**src/design/cct_cfg.svh**
```systemverilog
`ifndef CCT_CFG_SVH
`define CCT_CFG_SVH

// ============================================================
// register addresses
`define CCT_ADDR_W 20
`define CCT_ADDR_CTRL2 20'hfff90
`define CCT_ADDR_CTRL3 20'hfff91
`define CCT_ADDR_CNT2 20'hfff94
`define CCT_ADDR_CNT3 20'hfff95
`define CCT_ADDR_CMPA2 20'hfff96
`define CCT_ADDR_CMPA3 20'hfff97
`define CCT_ADDR_CMPB2 20'hfff98
`define CCT_ADDR_CMPB3 20'hfff99
`define CCT_ADDR_STATUS 20'hfff9a
`define CCT_ADDR_MASK 20'hfff9b
`define CCT_ADDR_CAPCFG 20'hfff9c

// ============================================================
// control register fields
`define CCT_F_MB_IE 7
`define CCT_F_MA_IE 6
`define CCT_F_OVF_IE 5
`define CCT_F_CLR_HI 4
`define CCT_F_CLR_LO 3
`define CCT_F_CKS_HI 2
`define CCT_F_CKS_LO 0

// ============================================================
// clock select codes
`define CCT_CKS_OFF 3'h0
`define CCT_CKS_CASC 3'h4
`define CCT_CKS_FALL 3'h5
`define CCT_CKS_RISE 3'h6
`define CCT_CKS_BOTH 3'h7

// ============================================================
// clear select codes
`define CCT_CLR_NONE 2'h0
`define CCT_CLR_MA 2'h1
`define CCT_CLR_MB_CAP 2'h2
`define CCT_CLR_CAP 2'h3

// ============================================================
// status layout, three bits per channel
`define CCT_ST_W 6
`define CCT_ST_OVF 0
`define CCT_ST_MA 1
`define CCT_ST_MB 2

// ============================================================
// reset values and prescale defaults
`define CCT_CTRL_RST 8'h00
`define CCT_CMP_RST 8'hff
`define CCT_DIV_SEL1 8
`define CCT_DIV_SEL2 64
`define CCT_DIV_SEL3 8192
`define CCT_PRESC_W 13

`endif

```
**src/design/cct_pkg.sv**
```systemverilog
package cct_pkg;
    typedef logic [7:0] cct_byte_t;
    typedef logic [19:0] cct_addr_t;
    typedef logic [1:0] cct_clr_t;
endpackage

```
**src/design/cct_chan.sv**
```systemverilog
`timescale 1ns/1ps
`default_nettype none
`include "cct_cfg.svh"

module cct_chan (
    input wire logic clk,
    input wire logic rst_n,
    input wire logic tick,
    input wire cct_pkg::cct_clr_t clear_sel,
    input wire cct_pkg::cct_byte_t cmpa,
    input wire cct_pkg::cct_byte_t cmpb,
    input wire logic cap_mode,
    input wire logic cap_edge,
    input wire logic cnt_we,
    input wire cct_pkg::cct_byte_t cnt_wdata,
    output cct_pkg::cct_byte_t cnt,
    output logic ovf_evt,
    output logic ma_evt,
    output logic mb_evt,
    output logic cap_evt
);
    import cct_pkg::*;

    cct_byte_t cnt_reg;
    cct_byte_t cnt_next;
    logic upd_reg;
    logic ovf_reg;
    logic clear_hit;
    logic step;

    // ============================================================
    // events
    assign ma_evt = upd_reg && (cnt_reg == cmpa);
    assign mb_evt = upd_reg && !cap_mode && (cnt_reg == cmpb);
    assign cap_evt = cap_mode && cap_edge;
    assign clear_hit = (clear_sel == `CCT_CLR_MA && ma_evt) ||
        (clear_sel == `CCT_CLR_MB_CAP && (mb_evt || cap_evt)) ||
        (clear_sel == `CCT_CLR_CAP && cap_evt);
    assign step = tick && !clear_hit && !cnt_we;
    assign cnt_next = cnt_we ? cnt_wdata :
        clear_hit ? 8'h00 :
        step ? cnt_reg + 8'h01 : cnt_reg;
    assign cnt = cnt_reg;
    assign ovf_evt = ovf_reg;

    // ============================================================
    // counter
    always_ff @(posedge clk or negedge rst_n) begin
        if (!rst_n) begin
            cnt_reg <= 8'h00;
            upd_reg <= 1'b0;
            ovf_reg <= 1'b0;
        end else begin
            cnt_reg <= cnt_next;
            upd_reg <= cnt_next != cnt_reg;
            ovf_reg <= step && (cnt_reg == 8'hff);
        end
    end

    // ============================================================
    // checks
    AST_STEP_ONE: assert property (@(posedge clk) disable iff (!rst_n)
        step |=> cnt_reg == $past(cnt_reg) + 8'h01)
        else $error("counter did not step by one");
    AST_CLEAR_MA: assert property (@(posedge clk) disable iff (!rst_n)
        (clear_sel == `CCT_CLR_MA && ma_evt && !cnt_we) |=> cnt_reg == 8'h00)
        else $error("match a did not clear counter");
    AST_CLEAR_CAP: assert property (@(posedge clk) disable iff (!rst_n)
        (clear_sel == `CCT_CLR_CAP && cap_evt && !cnt_we) |=>
        cnt_reg == 8'h00)
        else $error("capture b did not clear counter");
    AST_NO_CLEAR: assert property (@(posedge clk) disable iff (!rst_n)
        (clear_sel == `CCT_CLR_NONE && !tick && !cnt_we) |=> $stable(cnt_reg))
        else $error("counter moved with clearing disabled");
    AST_OVF_WRAP: assert property (@(posedge clk) disable iff (!rst_n)
        (step && cnt_reg == 8'hff) |=> (ovf_reg && cnt_reg == 8'h00))
        else $error("overflow not flagged at wrap");
endmodule

`default_nettype wire

```
**src/design/cct_timer.sv**
```systemverilog
// Functional notes
// - clock select zero gives no count clock; counter holds.
// - internal selections count on prescaled ticks, including /64 and /8192.
// - channel 2 cascade counts once per channel 3 overflow.
// - channel 3 cascade counts once per channel 2 match A.
// - both channels on cascade give no count clock; software avoids it.
// - external selections count on falling, rising or both pin edges.
// - clear code 00 never clears; 01 clears on match A.
// - clear code 10 clears on match B or capture; 11 on capture.
// - overflow enable gates overflow flag onto overflow request.
// - match A enable gates match A flag onto its request.
// - match B enable gates match B/capture flag onto its request.
`timescale 1ns/1ps
`default_nettype none
`include "cct_cfg.svh"

module cct_timer #(
    parameter int DIV_SEL1 = `CCT_DIV_SEL1,
    parameter int DIV_SEL2 = `CCT_DIV_SEL2,
    parameter int DIV_SEL3 = `CCT_DIV_SEL3
) (
    input wire logic clk,
    input wire logic rst_n,
    input wire cct_pkg::cct_addr_t addr,
    input wire cct_pkg::cct_byte_t wdata,
    input wire logic wr_en,
    input wire logic rd_en,
    output cct_pkg::cct_byte_t rdata,
    input wire logic ext_clk_pin,
    input wire logic [1:0] capture_b_pin,
    output logic [1:0] overflow_irq,
    output logic [1:0] match_a_irq,
    output logic [1:0] match_b_irq,
    output logic irq
);
    import cct_pkg::*;

    localparam int NCH = 2;
    localparam logic [`CCT_PRESC_W-1:0] MASK1 = `CCT_PRESC_W'(DIV_SEL1 - 1);
    localparam logic [`CCT_PRESC_W-1:0] MASK2 = `CCT_PRESC_W'(DIV_SEL2 - 1);
    localparam logic [`CCT_PRESC_W-1:0] MASK3 = `CCT_PRESC_W'(DIV_SEL3 - 1);

    // ============================================================
    // prescaler
    logic [`CCT_PRESC_W-1:0] presc_reg;
    logic tick1;
    logic tick2;
    logic tick3;

    assign tick1 = (presc_reg & MASK1) == MASK1;
    assign tick2 = (presc_reg & MASK2) == MASK2;
    assign tick3 = (presc_reg & MASK3) == MASK3;

    always_ff @(posedge clk or negedge rst_n) begin
        if (!rst_n) begin
            presc_reg <= '0;
        end else begin
            presc_reg <= presc_reg + `CCT_PRESC_W'(1);
        end
    end

    // ============================================================
    // external clock pin synchroniser
    logic ext_meta_reg;
    logic ext_sync_reg;
    logic ext_prev_reg;
    logic ext_rise;
    logic ext_fall;

    assign ext_rise = ext_sync_reg && !ext_prev_reg;
    assign ext_fall = !ext_sync_reg && ext_prev_reg;

    always_ff @(posedge clk or negedge rst_n) begin
        if (!rst_n) begin
            ext_meta_reg <= 1'b0;
            ext_sync_reg <= 1'b0;
            ext_prev_reg <= 1'b0;
        end else begin
            ext_meta_reg <= ext_clk_pin;
            ext_sync_reg <= ext_meta_reg;
            ext_prev_reg <= ext_sync_reg;
        end
    end

    // ============================================================
    // shared registers
    logic [`CCT_ST_W-1:0] status_reg;
    logic [`CCT_ST_W-1:0] status_next;
    logic [`CCT_ST_W-1:0] status_set;
    logic [`CCT_ST_W-1:0] mask_reg;
    logic [NCH-1:0] capcfg_reg;
    logic hit_status;
    logic hit_mask;
    logic hit_capcfg;

    assign hit_status = addr == `CCT_ADDR_STATUS;
    assign hit_mask = addr == `CCT_ADDR_MASK;
    assign hit_capcfg = addr == `CCT_ADDR_CAPCFG;
    // set wins over a write-one clear
    assign status_next = status_set | (status_reg &
        ~((wr_en && hit_status) ? wdata[`CCT_ST_W-1:0] : `CCT_ST_W'(0)));
    assign irq = |(status_reg & mask_reg);

    always_ff @(posedge clk or negedge rst_n) begin
        if (!rst_n) begin
            status_reg <= '0;
            mask_reg <= '0;
            capcfg_reg <= '0;
        end else begin
            status_reg <= status_next;
            if (wr_en && hit_mask) begin
                mask_reg <= wdata[`CCT_ST_W-1:0];
            end
            if (wr_en && hit_capcfg) begin
                capcfg_reg <= wdata[NCH-1:0];
            end
        end
    end

    // ============================================================
    // per-channel signals
    cct_byte_t ctrl_reg [NCH];
    cct_byte_t cmpa_reg [NCH];
    cct_byte_t cmpb_reg [NCH];
    cct_byte_t cnt [NCH];
    logic [2:0] cks [NCH];
    logic [NCH-1:0] tick;
    logic [NCH-1:0] ovf_evt;
    logic [NCH-1:0] ma_evt;
    logic [NCH-1:0] mb_evt;
    logic [NCH-1:0] cap_evt;
    logic [NCH-1:0] casc_src;
    logic [NCH-1:0] cnt_we;
    logic [NCH-1:0] hit_ctrl;
    logic [NCH-1:0] hit_cnt;
    logic [NCH-1:0] hit_cmpa;
    logic [NCH-1:0] hit_cmpb;
    logic casc_lock;

    assign casc_src[0] = ovf_evt[1];
    assign casc_src[1] = ma_evt[0];
    assign casc_lock = (cks[0] == `CCT_CKS_CASC) &&
        (cks[1] == `CCT_CKS_CASC);

    genvar g;
    generate
        for (g = 0; g < NCH; g++) begin : gen_ch
            logic cap_meta_reg;
            logic cap_sync_reg;
            logic cap_prev_reg;
            logic cap_edge;
            logic [7:0] src;

            assign hit_ctrl[g] = addr == `CCT_ADDR_W'(`CCT_ADDR_CTRL2 + g);
            assign hit_cnt[g] = addr == `CCT_ADDR_W'(`CCT_ADDR_CNT2 + g);
            assign hit_cmpa[g] = addr == `CCT_ADDR_W'(`CCT_ADDR_CMPA2 + g);
            assign hit_cmpb[g] = addr == `CCT_ADDR_W'(`CCT_ADDR_CMPB2 + g);
            assign cnt_we[g] = wr_en && hit_cnt[g];
            assign cks[g] = ctrl_reg[g][`CCT_F_CKS_HI:`CCT_F_CKS_LO];
            assign cap_edge = cap_sync_reg && !cap_prev_reg;
            assign src = {ext_rise || ext_fall, ext_rise, ext_fall,
                casc_src[g] && !casc_lock,
                tick3, tick2, tick1,
                1'b0};
            assign tick[g] = src[cks[g]];
            assign status_set[3 * g + `CCT_ST_OVF] = ovf_evt[g];
            assign status_set[3 * g + `CCT_ST_MA] = ma_evt[g];
            assign status_set[3 * g + `CCT_ST_MB] = mb_evt[g] || cap_evt[g];
            assign overflow_irq[g] = status_reg[3 * g + `CCT_ST_OVF] &&
                ctrl_reg[g][`CCT_F_OVF_IE];
            assign match_a_irq[g] = status_reg[3 * g + `CCT_ST_MA] &&
                ctrl_reg[g][`CCT_F_MA_IE];
            assign match_b_irq[g] = status_reg[3 * g + `CCT_ST_MB] &&
                ctrl_reg[g][`CCT_F_MB_IE];

            always_ff @(posedge clk or negedge rst_n) begin
                if (!rst_n) begin
                    cap_meta_reg <= 1'b0;
                    cap_sync_reg <= 1'b0;
                    cap_prev_reg <= 1'b0;
                end else begin
                    cap_meta_reg <= capture_b_pin[g];
                    cap_sync_reg <= cap_meta_reg;
                    cap_prev_reg <= cap_sync_reg;
                end
            end

            always_ff @(posedge clk or negedge rst_n) begin
                if (!rst_n) begin
                    ctrl_reg[g] <= `CCT_CTRL_RST;
                    cmpa_reg[g] <= `CCT_CMP_RST;
                    cmpb_reg[g] <= `CCT_CMP_RST;
                end else begin
                    if (wr_en && hit_ctrl[g]) begin
                        ctrl_reg[g] <= wdata;
                    end
                    if (wr_en && hit_cmpa[g]) begin
                        cmpa_reg[g] <= wdata;
                    end
                    if (wr_en && hit_cmpb[g]) begin
                        cmpb_reg[g] <= wdata;
                    end else if (cap_evt[g]) begin
                        cmpb_reg[g] <= cnt[g];
                    end
                end
            end

            cct_chan u_chan (
                .clk(clk),
                .rst_n(rst_n),
                .tick(tick[g]),
                .clear_sel(ctrl_reg[g][`CCT_F_CLR_HI:`CCT_F_CLR_LO]),
                .cmpa(cmpa_reg[g]),
                .cmpb(cmpb_reg[g]),
                .cap_mode(capcfg_reg[g]),
                .cap_edge(cap_edge),
                .cnt_we(cnt_we[g]),
                .cnt_wdata(wdata),
                .cnt(cnt[g]),
                .ovf_evt(ovf_evt[g]),
                .ma_evt(ma_evt[g]),
                .mb_evt(mb_evt[g]),
                .cap_evt(cap_evt[g])
            );

            AST_NO_CLOCK: assert property (@(posedge clk)
                disable iff (!rst_n)
                (cks[g] == `CCT_CKS_OFF) |-> !tick[g])
                else $error("count clock present while disabled");
            AST_EXT_RISE: assert property (@(posedge clk)
                disable iff (!rst_n)
                (cks[g] == `CCT_CKS_RISE) |-> tick[g] == ext_rise)
                else $error("rising edge select mismatch");
            AST_EXT_FALL: assert property (@(posedge clk)
                disable iff (!rst_n)
                (cks[g] == `CCT_CKS_FALL) |-> tick[g] == ext_fall)
                else $error("falling edge select mismatch");
            AST_EXT_BOTH: assert property (@(posedge clk)
                disable iff (!rst_n)
                (cks[g] == `CCT_CKS_BOTH && $changed(ext_sync_reg)) |->
                tick[g])
                else $error("both edge select missed an edge");
            AST_OVF_IRQ: assert property (@(posedge clk)
                disable iff (!rst_n)
                (ovf_evt[g] && ctrl_reg[g][`CCT_F_OVF_IE] && !wr_en) |=>
                overflow_irq[g])
                else $error("overflow request not raised");
            AST_MA_IRQ: assert property (@(posedge clk)
                disable iff (!rst_n)
                !ctrl_reg[g][`CCT_F_MA_IE] |-> !match_a_irq[g])
                else $error("match a request while disabled");
            AST_MA_IRQ_SET: assert property (@(posedge clk)
                disable iff (!rst_n)
                (ma_evt[g] && ctrl_reg[g][`CCT_F_MA_IE] && !wr_en) |=>
                match_a_irq[g])
                else $error("match a request not raised");
            AST_MB_IRQ: assert property (@(posedge clk)
                disable iff (!rst_n)
                ((mb_evt[g] || cap_evt[g]) && ctrl_reg[g][`CCT_F_MB_IE] &&
                !wr_en) |=> match_b_irq[g])
                else $error("match b request not raised");
        end
    endgenerate

    AST_CASC_CH2: assert property (@(posedge clk)
        disable iff (!rst_n)
        (cks[0] == `CCT_CKS_CASC && !casc_lock) |->
        tick[0] == ovf_evt[1])
        else $error("channel 2 cascade tick mismatch");
    AST_CASC_CH3: assert property (@(posedge clk)
        disable iff (!rst_n)
        (cks[1] == `CCT_CKS_CASC && !casc_lock) |->
        tick[1] == ma_evt[0])
        else $error("channel 3 cascade tick mismatch");
    AST_CASC_LOCK: assert property (@(posedge clk)
        disable iff (!rst_n)
        casc_lock |-> (tick == 2'b00))
        else $error("count clock present in cascade lock");
    AST_PRESC64: assert property (@(posedge clk)
        disable iff (!rst_n)
        tick2 |-> ##64 tick2)
        else $error("prescale 64 period wrong");
    AST_SET_WINS: assert property (@(posedge clk)
        disable iff (!rst_n)
        (status_set != '0) |=> (status_reg & $past(status_set)) ==
        $past(status_set))
        else $error("status event lost to a clear");

    // ============================================================
    // prescale period checks
    logic [`CCT_PRESC_W-1:0] gap1_reg;
    logic [`CCT_PRESC_W-1:0] gap3_reg;

    always_ff @(posedge clk or negedge rst_n) begin
        if (!rst_n) begin
            gap1_reg <= '0;
            gap3_reg <= '0;
        end else begin
            gap1_reg <= tick1 ? '0 : gap1_reg + `CCT_PRESC_W'(1);
            gap3_reg <= tick3 ? '0 : gap3_reg + `CCT_PRESC_W'(1);
        end
    end

    AST_PRESC_SEL1: assert property (@(posedge clk)
        disable iff (!rst_n)
        tick1 == (gap1_reg == MASK1))
        else $error("first prescale period wrong");
    AST_PRESC8192: assert property (@(posedge clk)
        disable iff (!rst_n)
        tick3 == (gap3_reg == MASK3))
        else $error("prescale 8192 period wrong");

    // ============================================================
    // read port
    cct_byte_t rd_mux;
    cct_byte_t rdata_reg;

    assign rd_mux = hit_ctrl[0] ? ctrl_reg[0] :
        hit_ctrl[1] ? ctrl_reg[1] :
        hit_cnt[0] ? cnt[0] :
        hit_cnt[1] ? cnt[1] :
        hit_cmpa[0] ? cmpa_reg[0] :
        hit_cmpa[1] ? cmpa_reg[1] :
        hit_cmpb[0] ? cmpb_reg[0] :
        hit_cmpb[1] ? cmpb_reg[1] :
        hit_status ? {2'b00, status_reg} :
        hit_mask ? {2'b00, mask_reg} :
        hit_capcfg ? {6'h00, capcfg_reg} : 8'h00;
    assign rdata = rdata_reg;

    always_ff @(posedge clk or negedge rst_n) begin
        if (!rst_n) begin
            rdata_reg <= 8'h00;
        end else begin
            rdata_reg <= rd_en ? rd_mux : 8'h00;
        end
    end
endmodule

`default_nettype wire

```
**config.mk**
```make
export PLATFORM = sky130hd
export DESIGN_NAME = cct_timer
export DESIGN_NICKNAME = d
export VERILOG_FILES = /design/src/design/cct_pkg.sv /design/src/design/cct_chan.sv /design/src/design/cct_timer.sv
export VERILOG_INCLUDE_DIRS = /design/src /design/src/design
export SDC_FILE = /design/constraint.sdc
export NUM_CORES = 1
export LEC_CHECK = 0
export ABC_AREA = 1
export BUFFER_PORTS_ARGS = -buffer_cell sky130_fd_sc_hd__buf_4
export CAP_MARGIN = 20
export CORE_UTILIZATION = 55
export CTS_CLUSTER_SIZE = 12
export DETAILED_ROUTE_END_ITERATION = 10
export GPL_TIMING_DRIVEN = 1
export HOLD_SLACK_MARGIN = 0.06
export PLACE_DENSITY = 0.85
export SYNTH_ARGS = -nofsm -noshare
export SYNTH_HDL_FRONTEND = slang
export SYNTH_SLANG_ARGS = --single-unit
export TNS_END_PERCENT = 1
```
**constraint.sdc**
```tcl
create_clock -name clk -period 2 [get_ports clk]
set_input_delay 0.2 -clock clk [delete_from_list [all_inputs] [get_ports clk]]
set_output_delay 0.2 -clock clk [all_outputs]
set_load 0.01 [all_outputs]
```
Yosys cells after proc, flatten, opt, wreduce, memory -nomap -nowiden. Index checks and enable logic that the tools add are counted.

Register bits: 112. Input bits: 35. Output and inout bits: 15. Word-level logic and storage cells: 157.

Add/subtract/negate cells: 3. Reductions and logical operators: 65. Muxes and demuxes: 27. Bitwise gates (word level): 4. Eq/ne operators: 30. Magnitude comparators: 2.

Operators with widths (number): == test 20 bit, second input constant (11); 2-to-1 mux 8 bit (19); logical AND 1 bit (44); == test 8 bit (4); 2-to-1 mux 6 bit (3); adder 8 x 1 -> 8 bit, second input constant (2); == test 8 bit, second input constant (2); inequality test 8 bit (2); adder 13 x 1 -> 13 bit, second input constant (1); == test 13 bit, second input constant (1); AND 6 bit (2); logical NOT 1 bit (11); == test 3 bit, second input constant (3); == test 2 bit, second input constant (4); < comparator 3 x 4 -> 1 bit, second input constant (2); logical OR 1 bit (7); binary-select mux 1 bit (select 3 bit) (2); == test 6 bit, second input constant (1); inverter 6 bit (1); bitwise OR 6 bit (1); OR reduction 6 bit (1); == test 2 x 1 -> 1 bit, second input constant (2); nonzero test 2 bit (2); 2-to-1 mux 1 bit (2); 2-to-1 mux 2 bit (1).

Depth between registers and ports, before layout. Gate-level depths: netlist of run 1.

Depth in word-level cells: 14. Mapped depth: 20. Gate-level depth less buffers: 20.

By module. Synthesis of run 1 repeated with hierarchy kept, for this count alone.

Cell total of the unflattened synthesis: 1010. Area, all modules: 7158.1 µm².

By module, submodules not included: cct_timer (seq. area each 2342.2 µm², area an instance 5008.6 µm², cells each 642, instances 1); cct_chan (seq. area each 250.2 µm², area an instance 1074.8 µm², cells each 184, instances 2).

Least setup slack after synthesis of run 1. Ideal clock, no wire load.

Path kind: reg-to-reg. From: register presc_reg[0]. To: register gen_ch[0].u_chan.upd_reg. Setup slack: 0.055 ns. Data arrival time: 1.819 ns. Library setup time: 0.125 ns. Cell stages (with the launch flop): 18. Path through: dfrtp_1 > ha_1 > nand3_1 > nor3_4 > nand4_1 > nand3_1 > nand2_1 > nand2_2 > buf_6 > nand2_2 > nand2_2 > nand3_2 > nand2_2 > nand2_1 > nand2_1 > nand3_1 > nor2_1 > nand3_1.

Longest elaborated chain between the ends: 9. Elaborated cells on any way between the ends: 11.

RTL lines: start, declared (RTL line cct_timer.sv:45) `` logic [`CCT_PRESC_W-1:0] presc_reg; ``; start signal, assigned (RTL line cct_timer.sv:58) `` presc_reg <= presc_reg + `CCT_PRESC_W'(1); ``; == test 13 bit, or another cell as far along (RTL line cct_timer.sv:52) `assign tick3 = (presc_reg & MASK3) == MASK3;`; binary-select mux 1 bit (select 3 bit) * (RTL line cct_timer.sv:165) `assign tick[g] = src[cks[g]];`; 2-to-1 mux 1 bit (not written as such) * (RTL line cct_timer.sv:165); logical AND 1 bit * (2 in series) (RTL line cct_chan.sv:39) `assign step = tick && !clear_hit && !cnt_we;`; 2-to-1 mux 8 bit * (RTL line cct_chan.sv:42) `step ? cnt_reg + 8'h01 : cnt_reg;`; 2-to-1 mux 8 bit * (RTL line cct_chan.sv:41) `clear_hit ? 8'h00 :`; 2-to-1 mux 8 bit * (RTL line cct_chan.sv:40) `assign cnt_next = cnt_we ? cnt_wdata :`; net gen_ch[0].u_chan.cnt_next[2] (RTL line cct_chan.sv:25) `cct_byte_t cnt_next;`; inequality test 8 bit * (RTL line cct_chan.sv:55) `upd_reg <= cnt_next != cnt_reg;`; end signal, assigned (RTL line cct_chan.sv:55); end, declared (RTL line cct_chan.sv:26) `logic upd_reg;`.

Mark *: on every way through the listed nets, which the timed path passes. The rest lies on a longest branch. The select of a mux whose other input is x is not followed. A chain may end at the register's enable or synchronous reset.

Worst setup path after layout of run 1.
From: register ext_sync_reg. To: register gen_ch[0].u_chan.upd_reg.

Longest elaborated chain between the ends: 11. Elaborated cells on any way between the ends: 12.

RTL lines: start, declared (RTL line cct_timer.sv:65) `logic ext_sync_reg;`; start signal, assigned (RTL line cct_timer.sv:80) `ext_sync_reg <= ext_meta_reg;`; logical NOT 1 bit (RTL line cct_timer.sv:71) `assign ext_fall = !ext_sync_reg && ext_prev_reg;`; logical AND 1 bit (RTL line cct_timer.sv:71); logical OR 1 bit (RTL line cct_timer.sv:161) `assign src = {ext_rise || ext_fall, ext_rise, ext_fall,`; binary-select mux 1 bit (select 3 bit) * (RTL line cct_timer.sv:165); 2-to-1 mux 1 bit (not written as such) * (RTL line cct_timer.sv:165); logical AND 1 bit * (2 in series) (RTL line cct_chan.sv:39); 2-to-1 mux 8 bit * (RTL line cct_chan.sv:42); 2-to-1 mux 8 bit * (RTL line cct_chan.sv:41); 2-to-1 mux 8 bit * (RTL line cct_chan.sv:40); net gen_ch[0].u_chan.cnt_next[7] (RTL line cct_chan.sv:25); inequality test 8 bit * (RTL line cct_chan.sv:55).

Marks and branches as above.

==> results.json, run 1 <==
{
  "hold_path_class": "primary input to register",
  "vias": 7342,
  "r2r_slack_ns": -0.27,
  "crit_buf_inv": 2,
  "switchingPower_mw": 1.14,
  "vdd_drop_max_mv": 0.637,
  "min_from": "rd_en",
  "netlist_area_um2": 6900,
  "ys_seq_area_share_pct": 41.2,
  "die_h_um": 114,
  "setup_violations": 4,
  "comb_power_share_pct": 4.9,
  "p_int_mw": 3.26,
  "wl_per_cell_um": 17.2,
  "start_kind": "register",
  "drt-vias-per-instance": 5.63,
  "synthArstFlopShare_pct": 100,
  "fmax_mhz": 441,
  "synth_edf_count": 0,
  "grt_first_pass_wirelength_um": 35300,
  "placed_area_um2": 8290,
  "drive_gt1_share_pct": 28.8,
  "cts_tree": "yes",
  "ys_types": 46,
  "grt_pass1_vias": 7042,
  "layout_commonest_cell": "nand2_1",
  "crit_arrival_ns": 2.54,
  "ys.flop_type": "dfrtp_1",
  "drt-total-wl_um": 22400,
  "drt_iter0_drc": 1059,
  "crit_top_cell": "nand3_1",
  "reg2regPathDepth": 14,
  "clock_sinks": 112,
  "syn-num-nets": 1007,
  "syn_area_per_cell_um2": 7.14,
  "synthCells": 966,
  "nets": 1173,
  "rsz0062_at_grt": "yes",
  "crit_family": "simple AND/OR/NAND/NOR gates",
  "placementRows": 40,
  "r2r_end": "gen_ch[0].u_chan.upd_reg",
  "gr-usage-met3_pct": 8.34,
  "timing.hold.ws_ns": 0.115,
  "outcome": "finished with violations",
  "max_stage_delay_ns": 0.41,
  "slowest_stage": "dfrtp_1",
  "relSlewSlack_pct": 62.7,
  "diodes": 0,
  "design_area_um2": 8870,
  "power.share.clock_pct": 43.3,
  "firstDrtPassIters": 8,
  "grt_remaining_overflow": 0,
  "critPathCaptureType": "register",
  "grt_antenna_before_repair": 0,
  "slew_violations": 0,
  "p_sw_share_pct": 25.9,
  "hold_viol": 0,
  "numCtsBuffers": 9,
  "start_util_pct": 57.0,
  "finalClockSkew_ns": 0.0137,
  "max_cap_violations": 0,
  "cp.required_ns": 2.27,
  "io_buffers": 49,
  "clk_path_buf_depth": 2,
  "area_growth_pct": 28.5,
  "met1_usage_pct": 47.8,
  "period_share_pct": 113,
  "core_area_um2": 12100,
  "synth-warning-count": 0,
  "gp_congestion": 1.03,
  "clk_latency_ns": 0.38,
  "cellLeakagePower_nw": 4.41,
  "detail-route-antenna-nets": 0,
  "layout_min_cycle_time_ns": 2.27,
  "powerDensity_nw_per_um2": 497,
  "cp-startpoint": "ext_sync_reg",
  "cts.clk_slew.worst_paths_ns": 0.09,
  "critPathMaxFanout": 4,
  "h-tree-depth": 3,
  "fin_ws_ns": -0.267,
  "dp_hpwl_um": 16400,
  "die_area_um2": 13000,
  "final_cell_mix": "nand2_1, buf_4, o21ai_0",
  "worstMarginPinSlew_ns": 0.559,
  "violations": "setup timing",
  "grt_start_max_net_pins": 45,
  "die_x_um": 114,
  "critical_path_class": "register to register",
  "grt-busiest-layer": "met2",
  "grt_use_total_pct": 36.3,
  "crit_end": "gen_ch[0].u_chan.upd_reg",
  "ys_ff_latch": 112,
  "met2_usage_pct": 55.4,
  "drc": 0,
  "cts-root-buf": "clkbuf_16",
  "path_depth": 14,
  "io_pins": 50,
  "crit_chain": "inv_2, ha_4, a21oi_1, o21ai_1, o21ai_1, nand3_1, nand2_4, buf_6, nand3_1, nand3_2, o21ai_2, xor2_1, nor2_2, nand3_1",
  "p_seq_share_pct": 51.8,
  "reg2reg_from": "ext_sync_reg"
}
[worst min path at each step]
| stage | to | slack (ns) | depth (start not counted) |
|---|---|---|---|
| 6_report | rdata[6] | 0.12 | 3 |
| 5_1_grt | rdata[6] | 0.11 | 3 |
| 4_1_cts | rdata[6] | 0.10 | 3 |
| 3_5_place_dp | ctrl_reg[3] | 0.19 | 1 |
| 3_3_place_gp | ctrl_reg[3] | 0.19 | 1 |
| 2_1_floorplan | capcfg_reg[0] | -0.1 | 0 |
[area by class of cell]
class	count	area [um2]
multi-input cells	709	3650
fillers	948	3250
flip-flops and latches	112	2840
repair buffers	175	1370
inverters	125	479
clock buffers	9	225
well taps	168	210
clock inverters	7	86.3
[cell families (layout without fill, tap and decap cells)]
family	count (synthesis)	in the layout	synth area share [%]
buf+inv	145	316	8.30
fa+ha+maj	6	6	1.09
flops	112	112	41.2
xor+xnor	20	20	2.54
simple gates	510	510	33.1
compound gates	173	173	13.8
[cells in the mapped netlist (2+ instances only)]
master    number  area [um2]
nor3_1        10        50.1
o211ai_1       4        30.0
nand4_1       12        75.1
clkbuf_1      10        37.5
inv_1        103         387
dfrtp_1       80        2000
dfstp_2       32         841
xor2_1        13         114
buf_4          3        22.5
nand2_1      303        1140
a31oi_1        2        12.5
xnor2_1        7        61.3
inv_2         20        75.1
buf_2          6        30.0
nand3b_2       2        22.5
ha_1           6        75.1
nor2_1        57         214
nand2_4        3        33.8
o221ai_1       5        43.8
nand2_2       20         125
o22ai_1        2        12.5
nand3_1       70         350
nor3_2         3        30.0
o21ai_0      117         586
and3_1         3        18.8
o21bai_1       4        30.0
a21oi_1       16        80.1
nor2_2        11        68.8
nand3_2       11         110
o21ai_1       15        75.1
[metrics by stage]
stage | util (%) | TNS (ns) | total power, mW | cells | setup WS (ns)
2_1_floorplan | - | 0 | 2.36 | 966 | 0.0552
3_3_place_gp | 68.4 | -0.430 | 2.52 | 1279 | -0.172
3_5_place_dp | 68.4 | -1.13 | 2.52 | 1279 | -0.359
4_1_cts | 72.3 | -0.278 | 4.41 | 1303 | -0.128
5_1_grt | 73.2 | -1.46 | 4.52 | 1305 | -0.455
6_report | 73.2 | -0.459 | 4.40 | 1305 | -0.267
[worst reg2reg max path, delay by kind of cell (launching register included)]
kind | cells | cell delay [ns]
AO/OA/AOI/OAI | 4 | 0.47
XOR/XNOR | 1 | 0.18
adder cells (fa/ha/maj) | 1 | 0.21
buffers and inverters | 2 | 0.22
flip-flops | 1 | 0.41
AND/OR/NAND/NOR | 6 | 0.68
[per-layer routing]
layer | wire [um] | part of all wire (%)
met4 | 1120 | 5.0
met2 | 9930 | 44
met3 | 2260 | 10
met1 | 9070 | 41
met5 | 0 | 0
[power by group through the flow]
stage	clock, mW	combinational, mW	sequential, mW
floorplan	0	0.0394	2.32
global placement	0	0.198	2.32
detailed placement	0	0.200	2.32
CTS	1.93	0.207	2.28
global route	2.01	0.233	2.28
finish	1.91	0.217	2.28
[timing repair]
action,in CTS,in global routing
hold buffers,4,0
setup buffers,4,2
gates resized for setup,24,25
endpoints found under the setup margin,11,8
cloned,0,0
hold endpoints to repair,22,0
pin swaps,13,15
Note: power is estimated with default switching activity, not from simulation.
==> inputs of run 2 (changes only) <==
--- a/config.mk
+++ b/config.mk
@@ -7,6 +7,7 @@
 export NUM_CORES = 1
 export LEC_CHECK = 0
 export ABC_AREA = 1
+export ABC_CLOCK_PERIOD_IN_PS = 2000
 export BUFFER_PORTS_ARGS = -buffer_cell sky130_fd_sc_hd__buf_4
 export CAP_MARGIN = 20
 export CORE_UTILIZATION = 55
@@ -18,4 +19,4 @@
 export SYNTH_ARGS = -nofsm -noshare
 export SYNTH_HDL_FRONTEND = slang
 export SYNTH_SLANG_ARGS = --single-unit
-export TNS_END_PERCENT = 1
+export TNS_END_PERCENT = 100
==> constraint.sdc (replaced) <==
create_clock -name clk -period 2 [get_ports clk]
set_input_delay 0.3 -clock clk [delete_from_list [all_inputs] [get_ports clk]]
set_output_delay 0.3 -clock clk [all_outputs]
set_load 0.01 [all_outputs]
==> run 2 against run 1 <==
The flow still finishes with violations (setup timing). First-iteration DRC count is 19% lower. Register-to-register slack worse by 0.03 ns. Via count is 1.8% higher. Worst setup slack worse by 0.026 ns. Clock skew is 0.0023 ns lower. Final cell count is 1.7% higher. Combinational power is 2% higher. Cell area is 2.0% higher.
==> results.json, run 2 (synthesized netlist as in run 1, its figures left out) <==
{
  "outcome": "finished with violations",
  "violations": "setup timing",
  "cts.clk_slew.worst_paths_ns": 0.08,
  "io_buffers": 49,
  "slowest_stage": "dfrtp_1",
  "critPathCaptureType": "register",
  "die_area_um2": 13000,
  "layout_min_cycle_time_ns": 2.29,
  "relSlewSlack_pct": 59.8,
  "layout_commonest_cell": "nand2_1",
  "crit_end": "gen_ch[1].u_chan.upd_reg",
  "die_x_um": 114,
  "cellLeakagePower_nw": 4.53,
  "dr_wl_met3_um": 2430,
  "placementRows": 40,
  "clk_path_buf_depth": 2,
  "max_cap_violations": 0,
  "period_share_pct": 115,
  "start_util_pct": 57.0,
  "critical_path_class": "register to register",
  "setup_violations": 9,
  "vias": 7471,
  "grt_first_pass_wirelength_um": 34600,
  "crit_buf_inv": 0,
  "placed_area_um2": 8440,
  "drc": 0,
  "wl_per_cell_um": 17.0,
  "drive_gt1_share_pct": 29.9,
  "slew_violations": 0,
  "crit_family": "simple AND/OR/NAND/NOR gates",
  "design_area_um2": 9040,
  "critPathMaxFanout": 4,
  "max_stage_delay_ns": 0.43,
  "numCtsBuffers": 9,
  "grt_remaining_overflow": 0,
  "hold_viol": 0,
  "drt-total-wl_um": 22500,
  "final_cell_mix": "nand2_1, buf_4, o21ai_0",
  "grt_pass1_vias": 6897,
  "dp_slack_ns": -0.252,
  "rsz0062_at_grt": "yes",
  "drt_iter0_drc": 853,
  "utilization_pct": 74.7,
  "hold_path_class": "primary input to register",
  "tns_ns": -1.09,
  "r2r_end": "gen_ch[1].u_chan.upd_reg",
  "cp.required_ns": 2.26,
  "finalClockSkew_ns": 0.0114,
  "clock_sinks": 112,
  "io_pins": 50,
  "r2r_slack_ns": -0.29,
  "diodes": 0,
  "fmax_mhz": 436,
  "h-tree-depth": 3,
  "wl_met2_um": 10200,
  "reg2regPathDepth": 14,
  "area_growth_pct": 31.1,
  "reg2reg_from": "presc_reg[1]",
  "powerDensity_nw_per_um2": 480,
  "detail-route-antenna-nets": 0,
  "cp-startpoint": "presc_reg[1]",
  "fin_ws_ns": -0.293,
  "crit_chain": "ha_4, nand3_4, nor3_4, nand3_2, nand2_2, a21oi_1, a21oi_4, nand2_2, nand2_1, nand4_1, nand3_1, nand2_1, nor2_2, nand3_1",
  "drt-vias-per-instance": 5.63,
  "top_layer_used": "met4",
  "die_h_um": 114,
  "crit_arrival_ns": 2.55,
  "path_depth": 14,
  "vdd_drop_max_mv": 0.654,
  "firstDrtPassIters": 5,
  "grt_use_total_pct": 35.2,
  "cts_tree": "yes",
  "nets": 1195,
  "clk_latency_ns": 0.38,
  "final-instance-count-excl-fill": 1327,
  "worstMarginPinSlew_ns": 0.603,
  "min_from": "rd_en",
  "timing.hold.ws_ns": 0.208,
  "power.total_mw": 4.34,
  "start_kind": "register",
  "gp_congestion": 1.01,
  "dp_hpwl_um": 16700,
  "cts-root-buf": "clkbuf_16",
  "core_area_um2": 12100,
  "grt_antenna_before_repair": 0,
  "placed_cells": 1300,
  "wl_met1_um": 8810,
  "grt_start_max_net_pins": 46
}
==> run 2: worst min-delay path by stage <==
stage | cells past startpoint | slack (ns) | end
2_1_floorplan | 0 | 0.004 | capcfg_reg[0]
3_3_place_gp | 1 | 0.26 | gen_ch[1].cap_sync_reg
3_5_place_dp | 1 | 0.26 | gen_ch[1].cap_prev_reg
4_1_cts | 3 | 0.21 | rdata[3]
5_1_grt | 3 | 0.22 | cmpb_reg[12]
6_report | 3 | 0.21 | rdata[3]
==> run 2: per-layer routing <==
metal / global-route usage (%) / up-vias
li1: - / 3495
met1: 46.0 / 3462
met2: 55.6 / 419
met3: 7.76 / 95
met4: 17.0 / 0
met5: 0 / -
==> run 2: worst min-delay path: stages <==
cell	delay [ns]
buf_4	0.13
o21ai_0	0.07
nor2_1	0.05
==> run 2: layout make-up <==
| class | instances | area (um2) |
|---|---|---|
| clock inverters | 7 | 90.1 |
| fillers | 891 | 3070 |
| flip-flops and latches | 112 | 2840 |
| multi-input cells | 709 | 3660 |
| inverters | 125 | 479 |
| clock buffers | 9 | 225 |
| well taps | 168 | 210 |
| repair buffers | 197 | 1540 |
==> run 2: power by group <==
group	switching, mW	internal, mW
sequential	0.00459	2.28
clock	0.945	0.894
combinational	0.140	0.0812
total	1.09	3.25
==> run 2: what timing repair did <==
| action | 4_1_cts | 5_1_grt |
|---|---|---|
| pin swaps | 6 | 35 |
| resized for setup | 9 | 43 |
| setup buffers | 0 | 7 |
| endpoints found under the hold margin | 27 | 0 |
| hold buffers | 4 | 0 |
| endpoints found under the setup margin | 10 | 15 |
==> inputs of run 3 (changes only) <==
--- a/config.mk
+++ b/config.mk
@@ -10,13 +10,16 @@
 export ABC_CLOCK_PERIOD_IN_PS = 2000
 export BUFFER_PORTS_ARGS = -buffer_cell sky130_fd_sc_hd__buf_4
 export CAP_MARGIN = 20
+export CORE_MARGIN = 4
 export CORE_UTILIZATION = 55
 export CTS_CLUSTER_SIZE = 12
 export DETAILED_ROUTE_END_ITERATION = 10
 export GPL_TIMING_DRIVEN = 1
 export HOLD_SLACK_MARGIN = 0.06
 export PLACE_DENSITY = 0.85
+export SKIP_LAST_GASP = 1
 export SYNTH_ARGS = -nofsm -noshare
 export SYNTH_HDL_FRONTEND = slang
+export SYNTH_HIERARCHICAL = 1
 export SYNTH_SLANG_ARGS = --single-unit
 export TNS_END_PERCENT = 100
==> run 3 against run 2 <==
The run still ends with setup timing left. Clock power decreased by 5%. Count of clock-buffer cells in the layout increased by 1. Wire length grew 4.8%. Worst hold slack better by 0.025 ns. Core utilization shrank 0.70 points. Largest cell class unchanged. Largest power group unchanged.
==> results.json, run 3 <==
{
  "layout_min_cycle_time_ns": 2.72,
  "reg2reg_from": "presc_reg[1]",
  "cts_tree": "yes",
  "final-instance-count-excl-fill": 1387,
  "min_from": "rd_en",
  "detail-route-antenna-nets": 0,
  "numCtsBuffers": 9,
  "clk_latency_ns": 0.37,
  "dp_slack_ns": -0.799,
  "rsz0062_at_grt": "yes",
  "die_h_um": 122,
  "grt_start_max_net_pins": 65,
  "start_util_pct": 56.5,
  "drt_iter0_drc": 1057,
  "core_area_um2": 12700,
  "syn-num-nets": 1051,
  "placed_cells": 1352,
  "reg2regPathDepth": 20,
  "slew_violations": 0,
  "grt_remaining_overflow": 0,
  "gr-usage-met3_pct": 7.20,
  "cts-root-buf": "clkbuf_16",
  "grt_use_total_pct": 31.7,
  "ys.flop_type": "dfrtp_1",
  "tns_ns": -8.22,
  "critical_path_class": "register to register",
  "setup_violations": 20,
  "synthCells": 1010,
  "ys_types": 45,
  "placed_area_um2": 8710,
  "final_cell_mix": "nand2_1, buf_4, inv_1",
  "synthArstFlopShare_pct": 100,
  "die_area_um2": 14900,
  "outcome": "finished with violations",
  "synthTopCellsByCount": "nand2_1, inv_1, nand3_1",
  "area_growth_pct": 31.0,
  "design_area_um2": 9370,
  "worstMarginPinSlew_ns": 0.540,
  "yosys.area.top_type_share_pct": 28.0,
  "crit_arrival_ns": 2.98,
  "multi_input_area_um2": 3790,
  "h-tree-depth": 3,
  "synth_most_common_cell": "nand2_1",
  "yosys-top-cells-area": "dfrtp_1, nand2_1, dfstp_2",
  "layout_commonest_cell": "nand2_1",
  "met2_usage_pct": 50.9,
  "utilization_pct": 74.0,
  "grt_first_pass_wirelength_um": 36600,
  "holdPathStages": 3,
  "die_x_um": 122,
  "ys_ff_latch": 112,
  "cellLeakagePower_nw": 4.70,
  "violations": "setup timing",
  "netlist_area_um2": 7160,
  "cts.clk_slew.worst_paths_ns": 0.08,
  "io_pins": 50,
  "drt-total-wl_um": 23600,
  "vdd_drop_max_mv": 0.495,
  "clock_sinks": 112,
  "placementRows": 41,
  "start_kind": "register",
  "hold_path_class": "primary input to register",
  "drt-vias-per-instance": 5.58,
  "fmax_mhz": 368,
  "drive_gt1_share_pct": 30.2,
  "timing.hold.ws_ns": 0.233,
  "synth_edf_count": 0,
  "synth-warning-count": 6,
  "diodes": 0,
  "met1_usage_pct": 39.2,
  "gp_congestion": 1.00,
  "syn_area_per_cell_um2": 7.09,
  "hold_viol": 0,
  "r2r_slack_ns": -0.72,
  "grt_antenna_before_repair": 0,
  "drc": 0,
  "ys_seq_area_share_pct": 39.7,
  "relSlewSlack_pct": 63.6,
  "critPathMaxFanout": 4,
  "max_cap_violations": 0,
  "r2r_end": "gen_ch[1].u_chan/upd_reg",
  "clk_path_buf_depth": 2,
  "critPathCaptureType": "register",
  "grt_pass1_vias": 7440,
  "finalClockSkew_ns": 0.0134,
  "yosysTopAreaCell": "dfrtp_1",
  "regArea_um2": 2840,
  "powerDensity_nw_per_um2": 453,
  "period_share_pct": 136,
  "io_buffers": 49,
  "dp_hpwl_um": 17000,
  "cp-startpoint": "presc_reg[1]",
  "fin_ws_ns": -0.719,
  "worstHoldEndpoint": "rdata[5]",
  "grt-busiest-layer": "met2",
  "vias": 7744,
  "fillerInstances": 930,
  "power.total_mw": 4.25,
  "cp.required_ns": 2.26,
  "firstDrtPassIters": 6,
  "nets": 1251,
  "wl_per_cell_um": 17.0
}
run 3: cell types whose count changed after synthesis, moves of 8 or more:
cell     change
a21oi_1     +16
o21ai_0     -40
inv_1       +33
or2_0        +9
nand3_1     +20
nor2_4       +8
nor2_1       +9
run 3: what timing repair did:
action / 4_1_cts / 5_1_grt
setup endpoints to repair: 20 / 20
cloned: 0 / 0
hold buffers: 4 / 0
gates resized for setup: 30 / 18
pin swaps: 32 / 18
buffers inserted: 15 / 4
endpoints found under the hold margin: 26 / 0
run 3: area by class of cell:
class | instances | share of cell area [%]
repair buffers | 211 | 17.7
multi-input cells | 721 | 40.4
inverters | 155 | 6.29
clock inverters | 6 | 0.574
flip-flops and latches | 112 | 30.3
clock buffers | 10 | 2.44
well taps | 172 | 2.30
run 3: report_power, final:
group | switching [mW] | internal, mW | total (mW)
Combinational | 0.149 | 0.0811 | 0.230
Clock | 0.873 | 0.866 | 1.74
Sequential | 0.00428 | 2.28 | 2.28
run 3: worst max-delay path by stage:
stage | endpoint | cells after the start | slack (ns)
after floorplan | gen_ch[1].u_chan/upd_reg | 20 | -0.57
after detailed placement | gen_ch[1].u_chan/upd_reg | 20 | -0.80
after global placement | gen_ch[1].u_chan/upd_reg | 20 | -0.64
final | gen_ch[1].u_chan/upd_reg | 20 | -0.72
after global routing | gen_ch[0].u_chan/upd_reg | 21 | -0.92
after CTS | gen_ch[1].u_chan/upd_reg | 20 | -0.64
run 3: per-layer routing:
metal,wire [um],vias to the layer above
met2,10900,469
met4,1520,0
met5,0,-
met1,8680,3545
met3,2520,121
li1,-,3609
run 3: cells by family (layout without fill, tap and decap cells):
kind of cell,after synthesis,after routing,share of synthesized area [%]
compound gates,140,140,10.7
xor+xnor,23,23,2.81
flops,112,112,39.7
fa+ha+maj,6,6,1.05
simple gates,552,552,35.4
buf+inv,177,382,10.3
run 3: worst max-delay path: stages, from the launching register on:
cell     delay, ns
dfrtp_1       0.36
ha_2          0.20
nand3_2       0.09
nor2_4        0.11
nand3_2       0.07
nor2_1        0.09
nand2_1       0.09
nor2_2        0.14
and3_4        0.21
o21ai_2       0.05
a32oi_2       0.17
buf_6         0.18
nand2_2       0.07
xor2_2        0.18
nand3_2       0.12
nand3_2       0.10
nand2_1       0.05
nor2_1        0.10
nand3_1       0.08
nor2_1        0.08
nand2_1       0.05
